<file path="src/shared/wts_cfg.svh">
// Purpose: Offsets, field positions, reset values and timing figures
//          for the welding trigger sequencer.
// Assumes: 100 MHz system clock, settings counted in milliseconds.
// Notes:   Definitions only.
`ifndef WTS_CFG_SVH
`define WTS_CFG_SVH

// ----------------------------------------
// Register offsets
// ----------------------------------------
`define WTS_OFF_CTRL 8'h00
`define WTS_OFF_SPOT 8'h04
`define WTS_OFF_PAUSE 8'h08
`define WTS_OFF_WFS 8'h0C
`define WTS_OFF_PRE 8'h10
`define WTS_OFF_BURN 8'h14
`define WTS_OFF_POST 8'h18
`define WTS_OFF_ARC 8'h1C
`define WTS_OFF_STAT 8'h20
`define WTS_OFF_DISP 8'h24

// ----------------------------------------
// Fields
// ----------------------------------------
`define WTS_F_MODE 1:0
`define WTS_F_FORM 3:2
`define WTS_F_PRESET 7:4
`define WTS_F_MS 15:0
`define WTS_F_WFS 11:0
`define WTS_F_ARC 7:0
`define WTS_B_IGN 0
`define WTS_B_ARC 1
`define WTS_B_REJ 2
`define WTS_F_STATE 7:4
`define WTS_NUM_PRESET 16

// ----------------------------------------
// Reset values
// ----------------------------------------
`define WTS_SPOT_RST 16'h01F4
`define WTS_PAUSE_RST 16'h03E8
`define WTS_WFS_RST 12'h200
`define WTS_PRE_RST 16'h0064
`define WTS_BURN_RST 16'h0032
`define WTS_POST_RST 16'h01F4
`define WTS_ARC_RST 8'h00
`define WTS_INCH_RST 12'h100

// ----------------------------------------
// Speeds and timing
// ----------------------------------------
`define WTS_CREEP_SPD 12'h040
`define WTS_RAMP_STEP 12'h010
`define WTS_SPD_MAX 12'hFFF
`define WTS_THK_SHIFT 6
`define WTS_ARC_MAX 8'h32
`define WTS_ARC_MIN 8'hCE
`define WTS_CLK_NS 10
`define WTS_MS_NS 1000000
`define WTS_MS_PER_S 1000
`define WTS_FAULT_S 5
`define WTS_SKIP_S 3
`define WTS_FAULT_MS 16'(`WTS_FAULT_S * `WTS_MS_PER_S)
`define WTS_SKIP_MS 16'(`WTS_SKIP_S * `WTS_MS_PER_S)

`endif

</file>
<file path="src/shared/wts_pkg.sv">
// Purpose: Types of the welding trigger sequencer.
// Assumes: Constants live in wts_cfg.svh.
// Notes:   None.
package wts_pkg;

	typedef enum logic [1:0] {
		WTS_NONLATCH, WTS_LATCH, WTS_SPOT, WTS_INTERVAL
	} wts_mode_t;

	typedef enum logic [1:0] {
		WTS_SHOW_CUR, WTS_SHOW_THK, WTS_SHOW_WFS, WTS_SHOW_RSV
	} wts_form_t;

	typedef enum logic [3:0] {
		ST_IDLE, ST_INCH, ST_INCH_HOLD, ST_PREFLOW, ST_CREEP,
		ST_RAMP, ST_WELD, ST_BURN, ST_PAUSE, ST_POSTFLOW
	} wts_state_t;

	typedef struct packed {
		logic [7:0] arc_corr;
		logic [15:0] postflow;
		logic [15:0] burnback;
		logic [15:0] preflow;
	} wts_preset_t;

	typedef struct packed {
		logic [7:0] paddr;
		logic psel;
		logic penable;
		logic pwrite;
		logic [31:0] pwdata;
	} wts_apb_req_t;

	typedef struct packed {
		logic [31:0] prdata;
		logic pready;
		logic pslverr;
	} wts_apb_rsp_t;

endpackage : wts_pkg

</file>
<file path="src/rtl/wts_preset_mem.sv">
// Purpose: Per-preset parameter store with registered read.
// Assumes: One write and one read port.
// Notes:   Entries never written read as the factory defaults.
`timescale 1ns/100ps
`include "wts_cfg.svh"
module wts_preset_mem (
	// Clock and reset
	input wire logic sys_clk,
	input wire logic reset_n,
	// Write port
	input wire logic wr_en,
	input wire logic [3:0] wr_addr,
	input wire wts_pkg::wts_preset_t wr_data,
	// Read port
	input wire logic [3:0] rd_addr,
	output wts_pkg::wts_preset_t rd_data
);
	import wts_pkg::*;

	localparam wts_preset_t DFLT = '{arc_corr: `WTS_ARC_RST,
		postflow: `WTS_POST_RST, burnback: `WTS_BURN_RST,
		preflow: `WTS_PRE_RST};

	wts_preset_t mem [`WTS_NUM_PRESET];
	logic [`WTS_NUM_PRESET-1:0] used_r;

	always_ff @(posedge sys_clk) begin
		if (wr_en) begin
			mem[wr_addr] <= wr_data;
		end
	end

	always_ff @(posedge sys_clk) begin
		if (!reset_n) begin
			used_r <= '0;
		end else if (wr_en) begin
			used_r[wr_addr] <= 1'b1;
		end
	end

	always_ff @(posedge sys_clk) begin
		if (!reset_n) begin
			rd_data <= DFLT;
		end else begin
			rd_data <= used_r[rd_addr] ? mem[rd_addr] : DFLT;
		end
	end
endmodule : wts_preset_mem

</file>
<file path="src/rtl/wts_seq.sv">
// Purpose: Torch trigger sequencer: inching, four operating modes,
//          automatic cut-out and preset storage, with APB registers.
// Assumes: All inputs synchronous to sys_clk.
// Notes:   Settings are in milliseconds; arc correction in 0.1 V.
// Operation
// - Knob turned while inching steps inching speed by single units
// - Inching shows selected speed left, motor current right
// - Wire contact during inching stops the wire immediately
// - Spot, pause, wire speed global; others saved into active preset
// - Arc voltage correction clamped to -5 V .. +5 V per preset
// - Operating point shown as current, thickness or wire speed
// - No current 5 s after start raises ignition error, stops
// - Arc lost longer than 5 s raises arc fault, stops
// - Non-latched press: pre-flow, creep, preset speed on current; the code ramps up to it from creep speed here too
// - Non-latched release: wire stops, burn-back, then post-flow
// - Latched first press: pre-flow, creep, ignition, ramp to nominal
// - Latched first release and second press are ignored
// - Latched second release: wire stops, burn-back, post-flow
// - Spot: wire stops after spot time, then burn-back, post-flow
// - Interval: each weld stops at spot time, then burn-back
// - Interval: weld restarts automatically after pause time
// - Spot or interval: trigger release ends the process at once
// - Interval pause under 3 s: creep only in first spot
// - Preset change refused while welding current flows
//
// The placing of the registers and the APB register port are this design's own decisions.
`timescale 1ns/100ps
`include "wts_cfg.svh"
module wts_seq #(
	parameter int unsigned TICK_CYC = `WTS_MS_NS / `WTS_CLK_NS
) (
	// Clock and reset
	input wire logic sys_clk,
	input wire logic reset_n,
	// Register bus
	input wire wts_pkg::wts_apb_req_t apb_req,
	output wts_pkg::wts_apb_rsp_t apb_rsp,
	// Operator controls
	input wire logic trigger,
	input wire logic inch_btn,
	input wire logic knob_step,
	input wire logic knob_up,
	// Power stage feedback
	input wire logic current_flow,
	input wire logic wire_contact,
	input wire logic [11:0] weld_current,
	input wire logic [11:0] motor_current,
	// Actuators
	output logic gas_valve,
	output logic wire_run,
	output logic [11:0] wire_speed,
	output logic power_on,
	output logic [7:0] arc_corr,
	// Displays and faults
	output logic [15:0] disp_left,
	output logic [15:0] disp_right,
	output logic ign_err,
	output logic arc_err
);
	import wts_pkg::*;

	// ----------------------------------------
	// Declarations
	// ----------------------------------------
	wts_state_t state_r, state_nxt;
	wts_mode_t mode_r;
	wts_form_t form_r;
	wts_preset_t cur, mem_wdata;
	logic [3:0] preset_r;
	logic [15:0] spot_r, pause_r;
	logic [11:0] wfs_r, inch_spd_r, creep_spd;
	logic [31:0] tick_cnt_r, prdata_r;
	logic tick, trig_r, trig_rise, trig_fall;
	logic ph_load, ph_done, flt_load, flt_done;
	logic [15:0] ph_val;
	logic [1:0] lat_stg_r;
	logic first_spot_r, rej_r, stop_req, in_proc, fault;
	logic setup, wr, mem_we;

	assign setup = apb_req.psel && !apb_req.penable;
	assign wr = apb_req.psel && apb_req.penable && apb_req.pwrite;

	// ----------------------------------------
	// Helpers
	// ----------------------------------------
	function automatic logic reg_hit(input logic [7:0] a);
		case (a)
			`WTS_OFF_CTRL, `WTS_OFF_SPOT, `WTS_OFF_PAUSE, `WTS_OFF_WFS,
			`WTS_OFF_PRE, `WTS_OFF_BURN, `WTS_OFF_POST, `WTS_OFF_ARC,
			`WTS_OFF_STAT, `WTS_OFF_DISP: return 1'b1;
			default: return 1'b0;
		endcase
	endfunction : reg_hit

	function automatic logic [7:0] clamp_arc(input logic [7:0] v);
		if ($signed(v) > $signed(`WTS_ARC_MAX)) begin
			return `WTS_ARC_MAX;
		end else if ($signed(v) < $signed(`WTS_ARC_MIN)) begin
			return `WTS_ARC_MIN;
		end
		return v;
	endfunction : clamp_arc

	function automatic logic [11:0] ramp(input logic [11:0] s,
			input logic [11:0] t);
		if (s + `WTS_RAMP_STEP <= t && s < `WTS_SPD_MAX - `WTS_RAMP_STEP) begin
			return s + `WTS_RAMP_STEP;
		end
		return t;
	endfunction : ramp

	// ----------------------------------------
	// Millisecond tick and trigger edges
	// ----------------------------------------
	always_ff @(posedge sys_clk) begin
		if (!reset_n || tick_cnt_r == TICK_CYC - 1) begin
			tick_cnt_r <= 32'h00000000;
		end else begin
			tick_cnt_r <= tick_cnt_r + 32'h00000001;
		end
	end
	assign tick = (tick_cnt_r == TICK_CYC - 1);

	always_ff @(posedge sys_clk) begin
		if (!reset_n) begin
			trig_r <= 1'b0;
		end else begin
			trig_r <= trigger;
		end
	end
	assign trig_rise = trigger && !trig_r;
	assign trig_fall = !trigger && trig_r;

	// ----------------------------------------
	// Timers
	// ----------------------------------------
	// Spot time spans ramp and weld, so ramp-to-weld does not reload
	assign ph_load = (state_nxt != state_r) && (state_nxt != ST_WELD);
	always_comb begin
		case (state_nxt)
			ST_PREFLOW: ph_val = cur.preflow;
			ST_RAMP: ph_val = spot_r;
			ST_BURN: ph_val = cur.burnback;
			ST_PAUSE: ph_val = pause_r;
			ST_POSTFLOW: ph_val = cur.postflow;
			default: ph_val = 16'h0000;
		endcase
	end

	wts_timer u_phase (
		.sys_clk(sys_clk),
		.reset_n(reset_n),
		.load(ph_load),
		.load_val(ph_val),
		.tick(tick),
		.done(ph_done)
	);

	assign in_proc = state_r inside {ST_PREFLOW, ST_CREEP, ST_RAMP,
		ST_WELD};
	// Restarts on every flow of current while welding
	assign flt_load = !in_proc || (state_r inside {ST_RAMP, ST_WELD}
		&& current_flow);

	wts_timer u_fault (
		.sys_clk(sys_clk),
		.reset_n(reset_n),
		.load(flt_load),
		.load_val(`WTS_FAULT_MS),
		.tick(tick),
		.done(flt_done)
	);
	assign fault = in_proc && !flt_load && flt_done;

	// ----------------------------------------
	// Sequencer
	// ----------------------------------------
	always_comb begin
		case (mode_r)
			WTS_NONLATCH: stop_req = !trigger;
			WTS_LATCH: stop_req = trig_fall && lat_stg_r == 2'd2;
			default: stop_req = !trigger || ph_done;
		endcase
	end

	always_comb begin
		state_nxt = state_r;
		case (state_r)
			ST_IDLE: begin
				if (trig_rise) begin
					state_nxt = ST_PREFLOW;
				end else if (inch_btn) begin
					state_nxt = ST_INCH;
				end
			end
			ST_INCH: begin
				if (!inch_btn) begin
					state_nxt = ST_IDLE;
				end else if (wire_contact) begin
					state_nxt = ST_INCH_HOLD;
				end
			end
			ST_INCH_HOLD: begin
				if (!inch_btn) begin
					state_nxt = ST_IDLE;
				end
			end
			ST_PREFLOW, ST_CREEP: begin
				if (fault || (!trigger && mode_r != WTS_LATCH)) begin
					state_nxt = ST_POSTFLOW;
				end else if (state_r == ST_PREFLOW && ph_done) begin
					state_nxt = ST_CREEP;
				end else if (state_r == ST_CREEP && current_flow) begin
					state_nxt = ST_RAMP;
				end
			end
			ST_RAMP, ST_WELD: begin
				if (fault) begin
					state_nxt = ST_POSTFLOW;
				end else if (stop_req) begin
					state_nxt = ST_BURN;
				end else if (wire_speed == wfs_r) begin
					state_nxt = ST_WELD;
				end
			end
			ST_BURN: begin
				if (ph_done) begin
					if (mode_r == WTS_INTERVAL && trigger) begin
						state_nxt = ST_PAUSE;
					end else begin
						state_nxt = ST_POSTFLOW;
					end
				end
			end
			ST_PAUSE: begin
				if (!trigger) begin
					state_nxt = ST_POSTFLOW;
				end else if (ph_done) begin
					state_nxt = ST_CREEP;
				end
			end
			ST_POSTFLOW: begin
				if (ph_done) begin
					state_nxt = ST_IDLE;
				end
			end
			default: state_nxt = ST_IDLE;
		endcase
	end

	always_ff @(posedge sys_clk) begin
		if (!reset_n) begin
			state_r <= ST_IDLE;
		end else begin
			state_r <= state_nxt;
		end
	end

	// Latched trigger stages: 0 held, 1 released, 2 pressed again
	always_ff @(posedge sys_clk) begin
		if (!reset_n || state_r == ST_IDLE) begin
			lat_stg_r <= 2'd0;
		end else if (in_proc && lat_stg_r == 2'd0 && trig_fall) begin
			lat_stg_r <= 2'd1;
		end else if (in_proc && lat_stg_r == 2'd1 && trig_rise) begin
			lat_stg_r <= 2'd2;
		end
	end

	always_ff @(posedge sys_clk) begin
		if (!reset_n || state_r == ST_IDLE) begin
			first_spot_r <= 1'b1;
		end else if (state_r == ST_PAUSE) begin
			first_spot_r <= 1'b0;
		end
	end

	// Short pauses skip creep so the next spot strikes at full speed
	assign creep_spd = (mode_r == WTS_INTERVAL && !first_spot_r &&
		pause_r < `WTS_SKIP_MS) ? wfs_r : `WTS_CREEP_SPD;

	// ----------------------------------------
	// Actuators
	// ----------------------------------------
	always_ff @(posedge sys_clk) begin
		if (!reset_n) begin
			wire_speed <= 12'h000;
		end else begin
			case (state_nxt)
				ST_INCH: wire_speed <= inch_spd_r;
				ST_CREEP: wire_speed <= creep_spd;
				ST_RAMP: begin
					if (state_r != ST_RAMP) begin
						wire_speed <= creep_spd;
					end else if (tick) begin
						wire_speed <= ramp(wire_speed, wfs_r);
					end
				end
				ST_WELD: wire_speed <= wfs_r;
				default: wire_speed <= 12'h000;
			endcase
		end
	end

	always_ff @(posedge sys_clk) begin
		if (!reset_n) begin
			wire_run <= 1'b0;
			gas_valve <= 1'b0;
			power_on <= 1'b0;
		end else begin
			wire_run <= state_nxt inside {ST_INCH, ST_CREEP, ST_RAMP,
				ST_WELD};
			gas_valve <= !(state_nxt inside {ST_IDLE, ST_INCH,
				ST_INCH_HOLD});
			power_on <= state_nxt inside {ST_CREEP, ST_RAMP, ST_WELD,
				ST_BURN};
		end
	end

	always_ff @(posedge sys_clk) begin
		if (!reset_n) begin
			inch_spd_r <= `WTS_INCH_RST;
		end else if (inch_btn && knob_step) begin
			if (knob_up && inch_spd_r != `WTS_SPD_MAX) begin
				inch_spd_r <= inch_spd_r + 12'h001;
			end else if (!knob_up && inch_spd_r != 12'h000) begin
				inch_spd_r <= inch_spd_r - 12'h001;
			end
		end
	end

	// ----------------------------------------
	// Displays
	// ----------------------------------------
	always_ff @(posedge sys_clk) begin
		if (!reset_n) begin
			disp_left <= 16'h0000;
			disp_right <= 16'h0000;
		end else if (state_r inside {ST_INCH, ST_INCH_HOLD}) begin
			disp_left <= {4'h0, inch_spd_r};
			disp_right <= {4'h0, motor_current};
		end else begin
			case (form_r)
				WTS_SHOW_CUR: disp_left <= {4'h0, weld_current};
				WTS_SHOW_THK: disp_left <= 16'(wfs_r >> `WTS_THK_SHIFT);
				default: disp_left <= {4'h0, wfs_r};
			endcase
			disp_right <= {{8{cur.arc_corr[7]}}, cur.arc_corr};
		end
	end

	// ----------------------------------------
	// Faults and preset refusal, set wins over clear
	// ----------------------------------------
	always_ff @(posedge sys_clk) begin
		if (!reset_n) begin
			ign_err <= 1'b0;
			arc_err <= 1'b0;
			rej_r <= 1'b0;
		end else begin
			ign_err <= (fault && state_r inside {ST_PREFLOW, ST_CREEP})
				|| (ign_err && !(wr && apb_req.paddr == `WTS_OFF_STAT
				&& apb_req.pwdata[`WTS_B_IGN]));
			arc_err <= (fault && state_r inside {ST_RAMP, ST_WELD})
				|| (arc_err && !(wr && apb_req.paddr == `WTS_OFF_STAT
				&& apb_req.pwdata[`WTS_B_ARC]));
			rej_r <= (wr && apb_req.paddr == `WTS_OFF_CTRL && current_flow)
				|| (rej_r && !(wr && apb_req.paddr == `WTS_OFF_STAT
				&& apb_req.pwdata[`WTS_B_REJ]));
		end
	end

	// ----------------------------------------
	// Register writes
	// ----------------------------------------
	always_ff @(posedge sys_clk) begin
		if (!reset_n) begin
			mode_r <= WTS_NONLATCH;
			form_r <= WTS_SHOW_WFS;
			preset_r <= 4'h0;
			spot_r <= `WTS_SPOT_RST;
			pause_r <= `WTS_PAUSE_RST;
			wfs_r <= `WTS_WFS_RST;
		end else if (wr) begin
			case (apb_req.paddr)
				`WTS_OFF_CTRL: begin
					mode_r <= wts_mode_t'(apb_req.pwdata[`WTS_F_MODE]);
					form_r <= wts_form_t'(apb_req.pwdata[`WTS_F_FORM]);
					if (!current_flow) begin
						preset_r <= apb_req.pwdata[`WTS_F_PRESET];
					end
				end
				`WTS_OFF_SPOT: spot_r <= apb_req.pwdata[`WTS_F_MS];
				`WTS_OFF_PAUSE: pause_r <= apb_req.pwdata[`WTS_F_MS];
				`WTS_OFF_WFS: wfs_r <= apb_req.pwdata[`WTS_F_WFS];
				default: ;
			endcase
		end
	end

	// Per-preset fields are written through into the active preset
	always_comb begin
		mem_wdata = cur;
		mem_we = wr;
		case (apb_req.paddr)
			`WTS_OFF_PRE: mem_wdata.preflow = apb_req.pwdata[`WTS_F_MS];
			`WTS_OFF_BURN: mem_wdata.burnback = apb_req.pwdata[`WTS_F_MS];
			`WTS_OFF_POST: mem_wdata.postflow = apb_req.pwdata[`WTS_F_MS];
			`WTS_OFF_ARC: mem_wdata.arc_corr =
				clamp_arc(apb_req.pwdata[`WTS_F_ARC]);
			default: mem_we = 1'b0;
		endcase
	end

	wts_preset_mem u_mem (
		.sys_clk(sys_clk),
		.reset_n(reset_n),
		.wr_en(mem_we),
		.wr_addr(preset_r),
		.wr_data(mem_wdata),
		.rd_addr(preset_r),
		.rd_data(cur)
	);
	assign arc_corr = cur.arc_corr;

	// ----------------------------------------
	// Register reads, captured in the setup cycle
	// ----------------------------------------
	always_ff @(posedge sys_clk) begin
		if (!reset_n) begin
			prdata_r <= 32'h00000000;
		end else if (setup && !apb_req.pwrite) begin
			case (apb_req.paddr)
				`WTS_OFF_CTRL: prdata_r <= {24'h000000, preset_r, form_r,
					mode_r};
				`WTS_OFF_SPOT: prdata_r <= {16'h0000, spot_r};
				`WTS_OFF_PAUSE: prdata_r <= {16'h0000, pause_r};
				`WTS_OFF_WFS: prdata_r <= {20'h00000, wfs_r};
				`WTS_OFF_PRE: prdata_r <= {16'h0000, cur.preflow};
				`WTS_OFF_BURN: prdata_r <= {16'h0000, cur.burnback};
				`WTS_OFF_POST: prdata_r <= {16'h0000, cur.postflow};
				`WTS_OFF_ARC: prdata_r <= {24'h000000, cur.arc_corr};
				`WTS_OFF_STAT: prdata_r <= {24'h000000, state_r, 1'b0,
					rej_r, arc_err, ign_err};
				`WTS_OFF_DISP: prdata_r <= {disp_right, disp_left};
				default: prdata_r <= 32'h00000000;
			endcase
		end
	end

	assign apb_rsp.prdata = prdata_r;
	assign apb_rsp.pready = 1'b1;
	assign apb_rsp.pslverr = apb_req.psel && apb_req.penable &&
		!reg_hit(apb_req.paddr);

	// ----------------------------------------
	// Assertions
	// ----------------------------------------
	inch_stop_a: assert property (@(posedge sys_clk) disable iff (!reset_n)
		state_r == ST_INCH && wire_contact |=> !wire_run && wire_speed == 0)
		else $error("wire kept running after contact");
	knob_step_a: assert property (@(posedge sys_clk) disable iff (!reset_n)
		inch_btn && knob_step && knob_up && inch_spd_r != `WTS_SPD_MAX
		|=> inch_spd_r == $past(inch_spd_r) + 12'h001)
		else $error("inching speed did not step up");
	preset_lock_a: assert property (@(posedge sys_clk) disable iff (!reset_n)
		wr && apb_req.paddr == `WTS_OFF_CTRL && current_flow
		|=> $stable(preset_r) && rej_r)
		else $error("preset changed under current");
	arc_range_a: assert property (@(posedge sys_clk) disable iff (!reset_n)
		$signed(cur.arc_corr) <= $signed(`WTS_ARC_MAX) &&
		$signed(cur.arc_corr) >= $signed(`WTS_ARC_MIN))
		else $error("arc correction out of range");
	ign_fault_a: assert property (@(posedge sys_clk) disable iff (!reset_n)
		fault && state_r == ST_CREEP |=> ign_err && !power_on
		&& state_r == ST_POSTFLOW)
		else $error("ignition error not raised");
	arc_fault_a: assert property (@(posedge sys_clk) disable iff (!reset_n)
		fault && state_r == ST_WELD |=> arc_err && !power_on)
		else $error("arc interruption not handled");
	nl_release_a: assert property (@(posedge sys_clk) disable iff (!reset_n)
		mode_r == WTS_NONLATCH && state_r == ST_WELD && !trigger && !fault
		|=> state_r == ST_BURN && !wire_run && power_on && gas_valve)
		else $error("non-latched release mishandled");
	latch_hold_a: assert property (@(posedge sys_clk) disable iff (!reset_n)
		mode_r == WTS_LATCH && state_r == ST_WELD && lat_stg_r != 2'd2
		&& !fault |=> state_r == ST_WELD)
		else $error("latched weld ended early");
	spot_end_a: assert property (@(posedge sys_clk) disable iff (!reset_n)
		mode_r == WTS_SPOT && state_r == ST_WELD && ph_done && !fault
		|=> state_r == ST_BURN ##1 !wire_run)
		else $error("spot time did not stop wire");
	pause_go_a: assert property (@(posedge sys_clk) disable iff (!reset_n)
		state_r == ST_PAUSE && ph_done && trigger |=> state_r == ST_CREEP)
		else $error("interval did not restart");
	post_idle_a: assert property (@(posedge sys_clk) disable iff (!reset_n)
		state_r == ST_POSTFLOW && ph_done |=> state_r == ST_IDLE
		&& !gas_valve)
		else $error("post-flow end did not idle");
endmodule : wts_seq

</file>
<file path="src/rtl/wts_timer.sv">
// Purpose: Millisecond down-counter for sequence intervals.
// Assumes: tick is a one-cycle pulse per millisecond.
// Notes:   done stays high while the count rests at zero.
`timescale 1ns/100ps
module wts_timer (
	// Clock and reset
	input wire logic sys_clk,
	input wire logic reset_n,
	// Control
	input wire logic load,
	input wire logic [15:0] load_val,
	input wire logic tick,
	// Status
	output logic done
);
	logic [15:0] cnt_r;

	always_ff @(posedge sys_clk) begin
		if (!reset_n) begin
			cnt_r <= 16'h0000;
		end else if (load) begin
			cnt_r <= load_val;
		end else if (tick && cnt_r != 16'h0000) begin
			cnt_r <= cnt_r - 16'h0001;
		end
	end

	assign done = (cnt_r == 16'h0000);
endmodule : wts_timer

</file>
<file path="config.mk">
export PLATFORM = sky130hd
export DESIGN_NAME = wts_seq
export DESIGN_NICKNAME = d
export VERILOG_FILES = /design/src/shared/wts_pkg.sv /design/src/rtl/wts_preset_mem.sv /design/src/rtl/wts_seq.sv /design/src/rtl/wts_timer.sv
export VERILOG_INCLUDE_DIRS = /design/src /design/src/shared
export SDC_FILE = /design/constraint.sdc
export NUM_CORES = 2
export LEC_CHECK = 0
export BUFFER_PORTS_ARGS = -buffer_cell sky130_fd_sc_hd__clkbuf_2
export CORE_MARGIN = 2
export CORE_UTILIZATION = 35
export DETAILED_ROUTE_END_ITERATION = 8
export HOLD_SLACK_MARGIN = 0.1
export PLACE_DENSITY = 0.54
export SLEW_MARGIN = 20
export SYNTH_ARGS = -nofsm -noshare
export SYNTH_HDL_FRONTEND = slang
export SYNTH_SLANG_ARGS = --single-unit
</file>
<file path="constraint.sdc">
create_clock -name sys_clk -period 7.2 [get_ports sys_clk]
set_input_delay 0.36 -clock sys_clk [delete_from_list [all_inputs] [get_ports sys_clk]]
set_output_delay 0.36 -clock sys_clk [all_outputs]
set_load 0.02 [all_outputs]
</file>
==> impl_metrics.yaml <==
global_route:
  grt_pass1_wl_um: 200700
  busiest_layer: "met2"
  grt_max_degree: 148
  grt_pass1_vias: 27920
  track_usage_pct: 19.48
  gr-total-overflow: 0
  met3_usage_pct: 3.071
  antenna_found_initial: 7
  grtUsageMet1_pct: 27.95
  use_met2_pct: 30.31
route:
  routed_wl_um: 138700
  via_per_inst: 5.644
  wl_per_cell_um: 27.09
  via_count: 28900
  first_pass_iters: 6
  drt_first_iter_violations: 3360
  drc: 0
  antenna_left: 0
synth:
  syn_area_um2: 47980
  yosysWarnings: 0
  yosys.area.top_type: "edfxtp_1"
  synth_area_per_cell_um2: 15.59
  synthFlopType: "edfxtp_1"
  synth_top_area_share_pct: 56.07
  yosysUniqueCellTypes: 95
  synth-edff-count: 896
  syn_inst: 3077
  synthTopCellsByArea: "edfxtp_1 (56%), mux4_2 (13%), dfxtp_1 (12%), nand2_1 (2.8%), nor2_1 (1.5%)"
  ys_ff_latch: 1176
  async_flop_share_pct: 0
  synth-seq-area-share_pct: 67.75
layout:
  insertedDiodeCount: 0
  design_area_um2: 55060
  finalNetCount: 3339
  fill_cells: 12390
  drive_above_1_share_pct: 22.37
  synthToLayoutAreaGrowth_pct: 14.75
timing:
  min_period_ns: 4.581
  drv_slew: 0
  rsz0062_at_grt: "no"
  tns_ns: 0
  setup_viol: 0
  tightest_slew_ns: 1.231
  finClkSkew_ns: 0.03484
  max_slew_margin_pct: 17.95
  setup_ws_ns: 2.619
  period_share_pct: 63.63
  fmax_mhz: 218.3
  hold_ws_ns: 0.1367
  finalHoldViolations: 0
cts:
  clock-sinks: 1176
  clk_pin_slew_ns: 0.07
  cts_tree: "built"
  h-tree-depth: 3
  cts-root-buf: "clkbuf_16"
  numCtsBuffers: 117
  cts_resized: 0
  clock_latency_ns: 0.72
  clock_path_buffers: 3
  postCtsHoldBufs: 32
  postCtsSetupBuffers: 0
placement:
  pre_cts_ws_ns: 2.818
  dpl_cell_area_um2: 50750
  dp_hpwl_um: 79630
  port-buffer-count: 144
  place_congestion: 0.8689
flow_run:
  maxCapViolCount: 0
power:
  p_per_area_nw_per_um2: 263.8
  ir_drop_v: 0.0001951
  leakagePower_nw: 18.35
die:
  fp.dieH_um: 374.3
  fp.dieW_um: 374.3
  io_pins: 166
  num_rows: 135
  start_util_pct: 35.33
  dieArea_um2: 140100
  fp.coreArea_um2: 135800
setup_path:
  slowest_delay_ns: 0.93
  setup.worst_path.start_class: "flip-flop"
  cp_slowest_cell: "and3_1"
  crit_family: "compound AO/OA/AOI/OAI gates"
  critical_path_required_ns: 7.84
  path_class: "flip-flop to flip-flop"
  arrival_ns: 5.22
  worst-path-buf-inv: 0
  crit_chain: "and4bb_1 -> a211o_1 -> a21oi_4 -> a32oi_1 -> and3_1 -> a21oi_1 -> o22ai_1 -> a222oi_1 -> o21ai_1"
  path_max_fanout: 19
  crit_path_end_kind: "flip-flop"
hold_path:
  worst_hold_path_type: "primary input to flip-flop"
status:
  outcome: "finished, final reports clean"
[cell families (layout without fill, tap and decap cells)]
kind of cell / count (synthesis) / after routing / share of synthesized area, %
AO/OA/AOI/OAI: 397 / 397 / 5.909
multiplexers: 303 / 303 / 13.77
buffers and inverters: 249 / 508 / 2.222
adder cells (fa/ha/maj): 29 / 29 / 0.7718
other: 2 / 5 / 0.01565
XOR/XNOR: 68 / 68 / 1.241
AND/OR/NAND/NOR: 853 / 853 / 8.315
flip-flops: 1176 / 1176 / 67.75
[layer usage]
metal	vias up	share of wire, %
met3	200	6.9
met2	1133	46
met5	-	0.035
li1	12330	-
met1	15230	44
met4	8	2.9
[per-stage QoR]
step | power, mW | cells | util [%]
4_1_cts | 14.63 | 5119 | 40.52
3_3_place_gp | 8.339 | 4862 | 37.34
2_1_floorplan | 8.079 | 3080 | -
3_5_place_dp | 8.347 | 4864 | 37.37
6_report | 14.53 | 5120 | 40.55
5_1_grt | 14.99 | 5120 | 40.55
[final cells by class]
type	instances	area, um^2	area share, %
Clock buffer	168	3323	6.035
Timing Repair Buffer	243	1617	2.936
Clock inverter	55	633.1	1.150
Inverter	42	160.2	0.2909
Tap cell	1781	2228	4.047
Multi-Input combinational cell	1655	14580	26.47
Sequential cell	1176	32530	59.07
[cells in the final DEF (no fill, tap or decap), drive strengths merged, types with 60 or more instances in the layout]
master,netlist,routed
nand2,361,361
nor2,189,189
clkbuf,143,311
dfxtp,280,280
a21oi,112,112
mux4,285,285
o21ai,60,60
buf,64,68
edfxtp,896,896
and3,73,73
[report_power, final]
| group | switching [mW] | internal, mW |
|---|---|---|
| combinational | 0.584 | 0.305 |
| sequential | 0.0961 | 7.26 |
| clock | 2.61 | 3.67 |
| total | 3.29 | 11.2 |
[synthesized netlist by cell type, drive strengths merged, types with 19 or more instances]
cell / count
buf: 64
dfxtp: 280
a31oi: 19
o21ai: 60
nand3: 54
and2: 24
or2: 19
nand2: 361
a221oi: 39
edfxtp: 896
a222oi: 24
nor3: 32
nor4: 25
clkbuf: 143
mux4: 285
ha: 28
xnor2: 30
nor2: 189
a22oi: 22
inv: 42
and3: 73
nand4: 21
xor2: 38
a21oi: 112
[state kept, by name, summed over array words and instances (netlist names), 12 cells and up]
register,cells
tick_cnt_r,32
wfs_r,12
u_phase.cnt_r,16
prdata_r,29
u_fault.cnt_r,16
wire_speed,12
spot_r,16
u_mem.rd_data,56
u_mem.mem,896
disp_right,13
u_mem.used_r,16
inch_spd_r,12
disp_left,12
pause_r,16
[path summary, 6_finish.rpt]
kind	from	end	slack (ns)	depth (start not counted)
setup / recovery	state_r[1]	wire_speed[9]	2.62	9
hold / removal	weld_current[4]	disp_left[4]	0.14	5
setup reg to reg	state_r[1]	wire_speed[9]	2.62	9
hold reg to reg	tick_cnt_r[0]	tick_cnt_r[0]	0.46	1
[worst register-to-register path: cells and delay by family, from the launching register on]
kind	cells	cell delay, ns
simple gates	2	1.32
compound gates	7	2.35
flops	1	0.82
(Power assumes the default switching activity.)
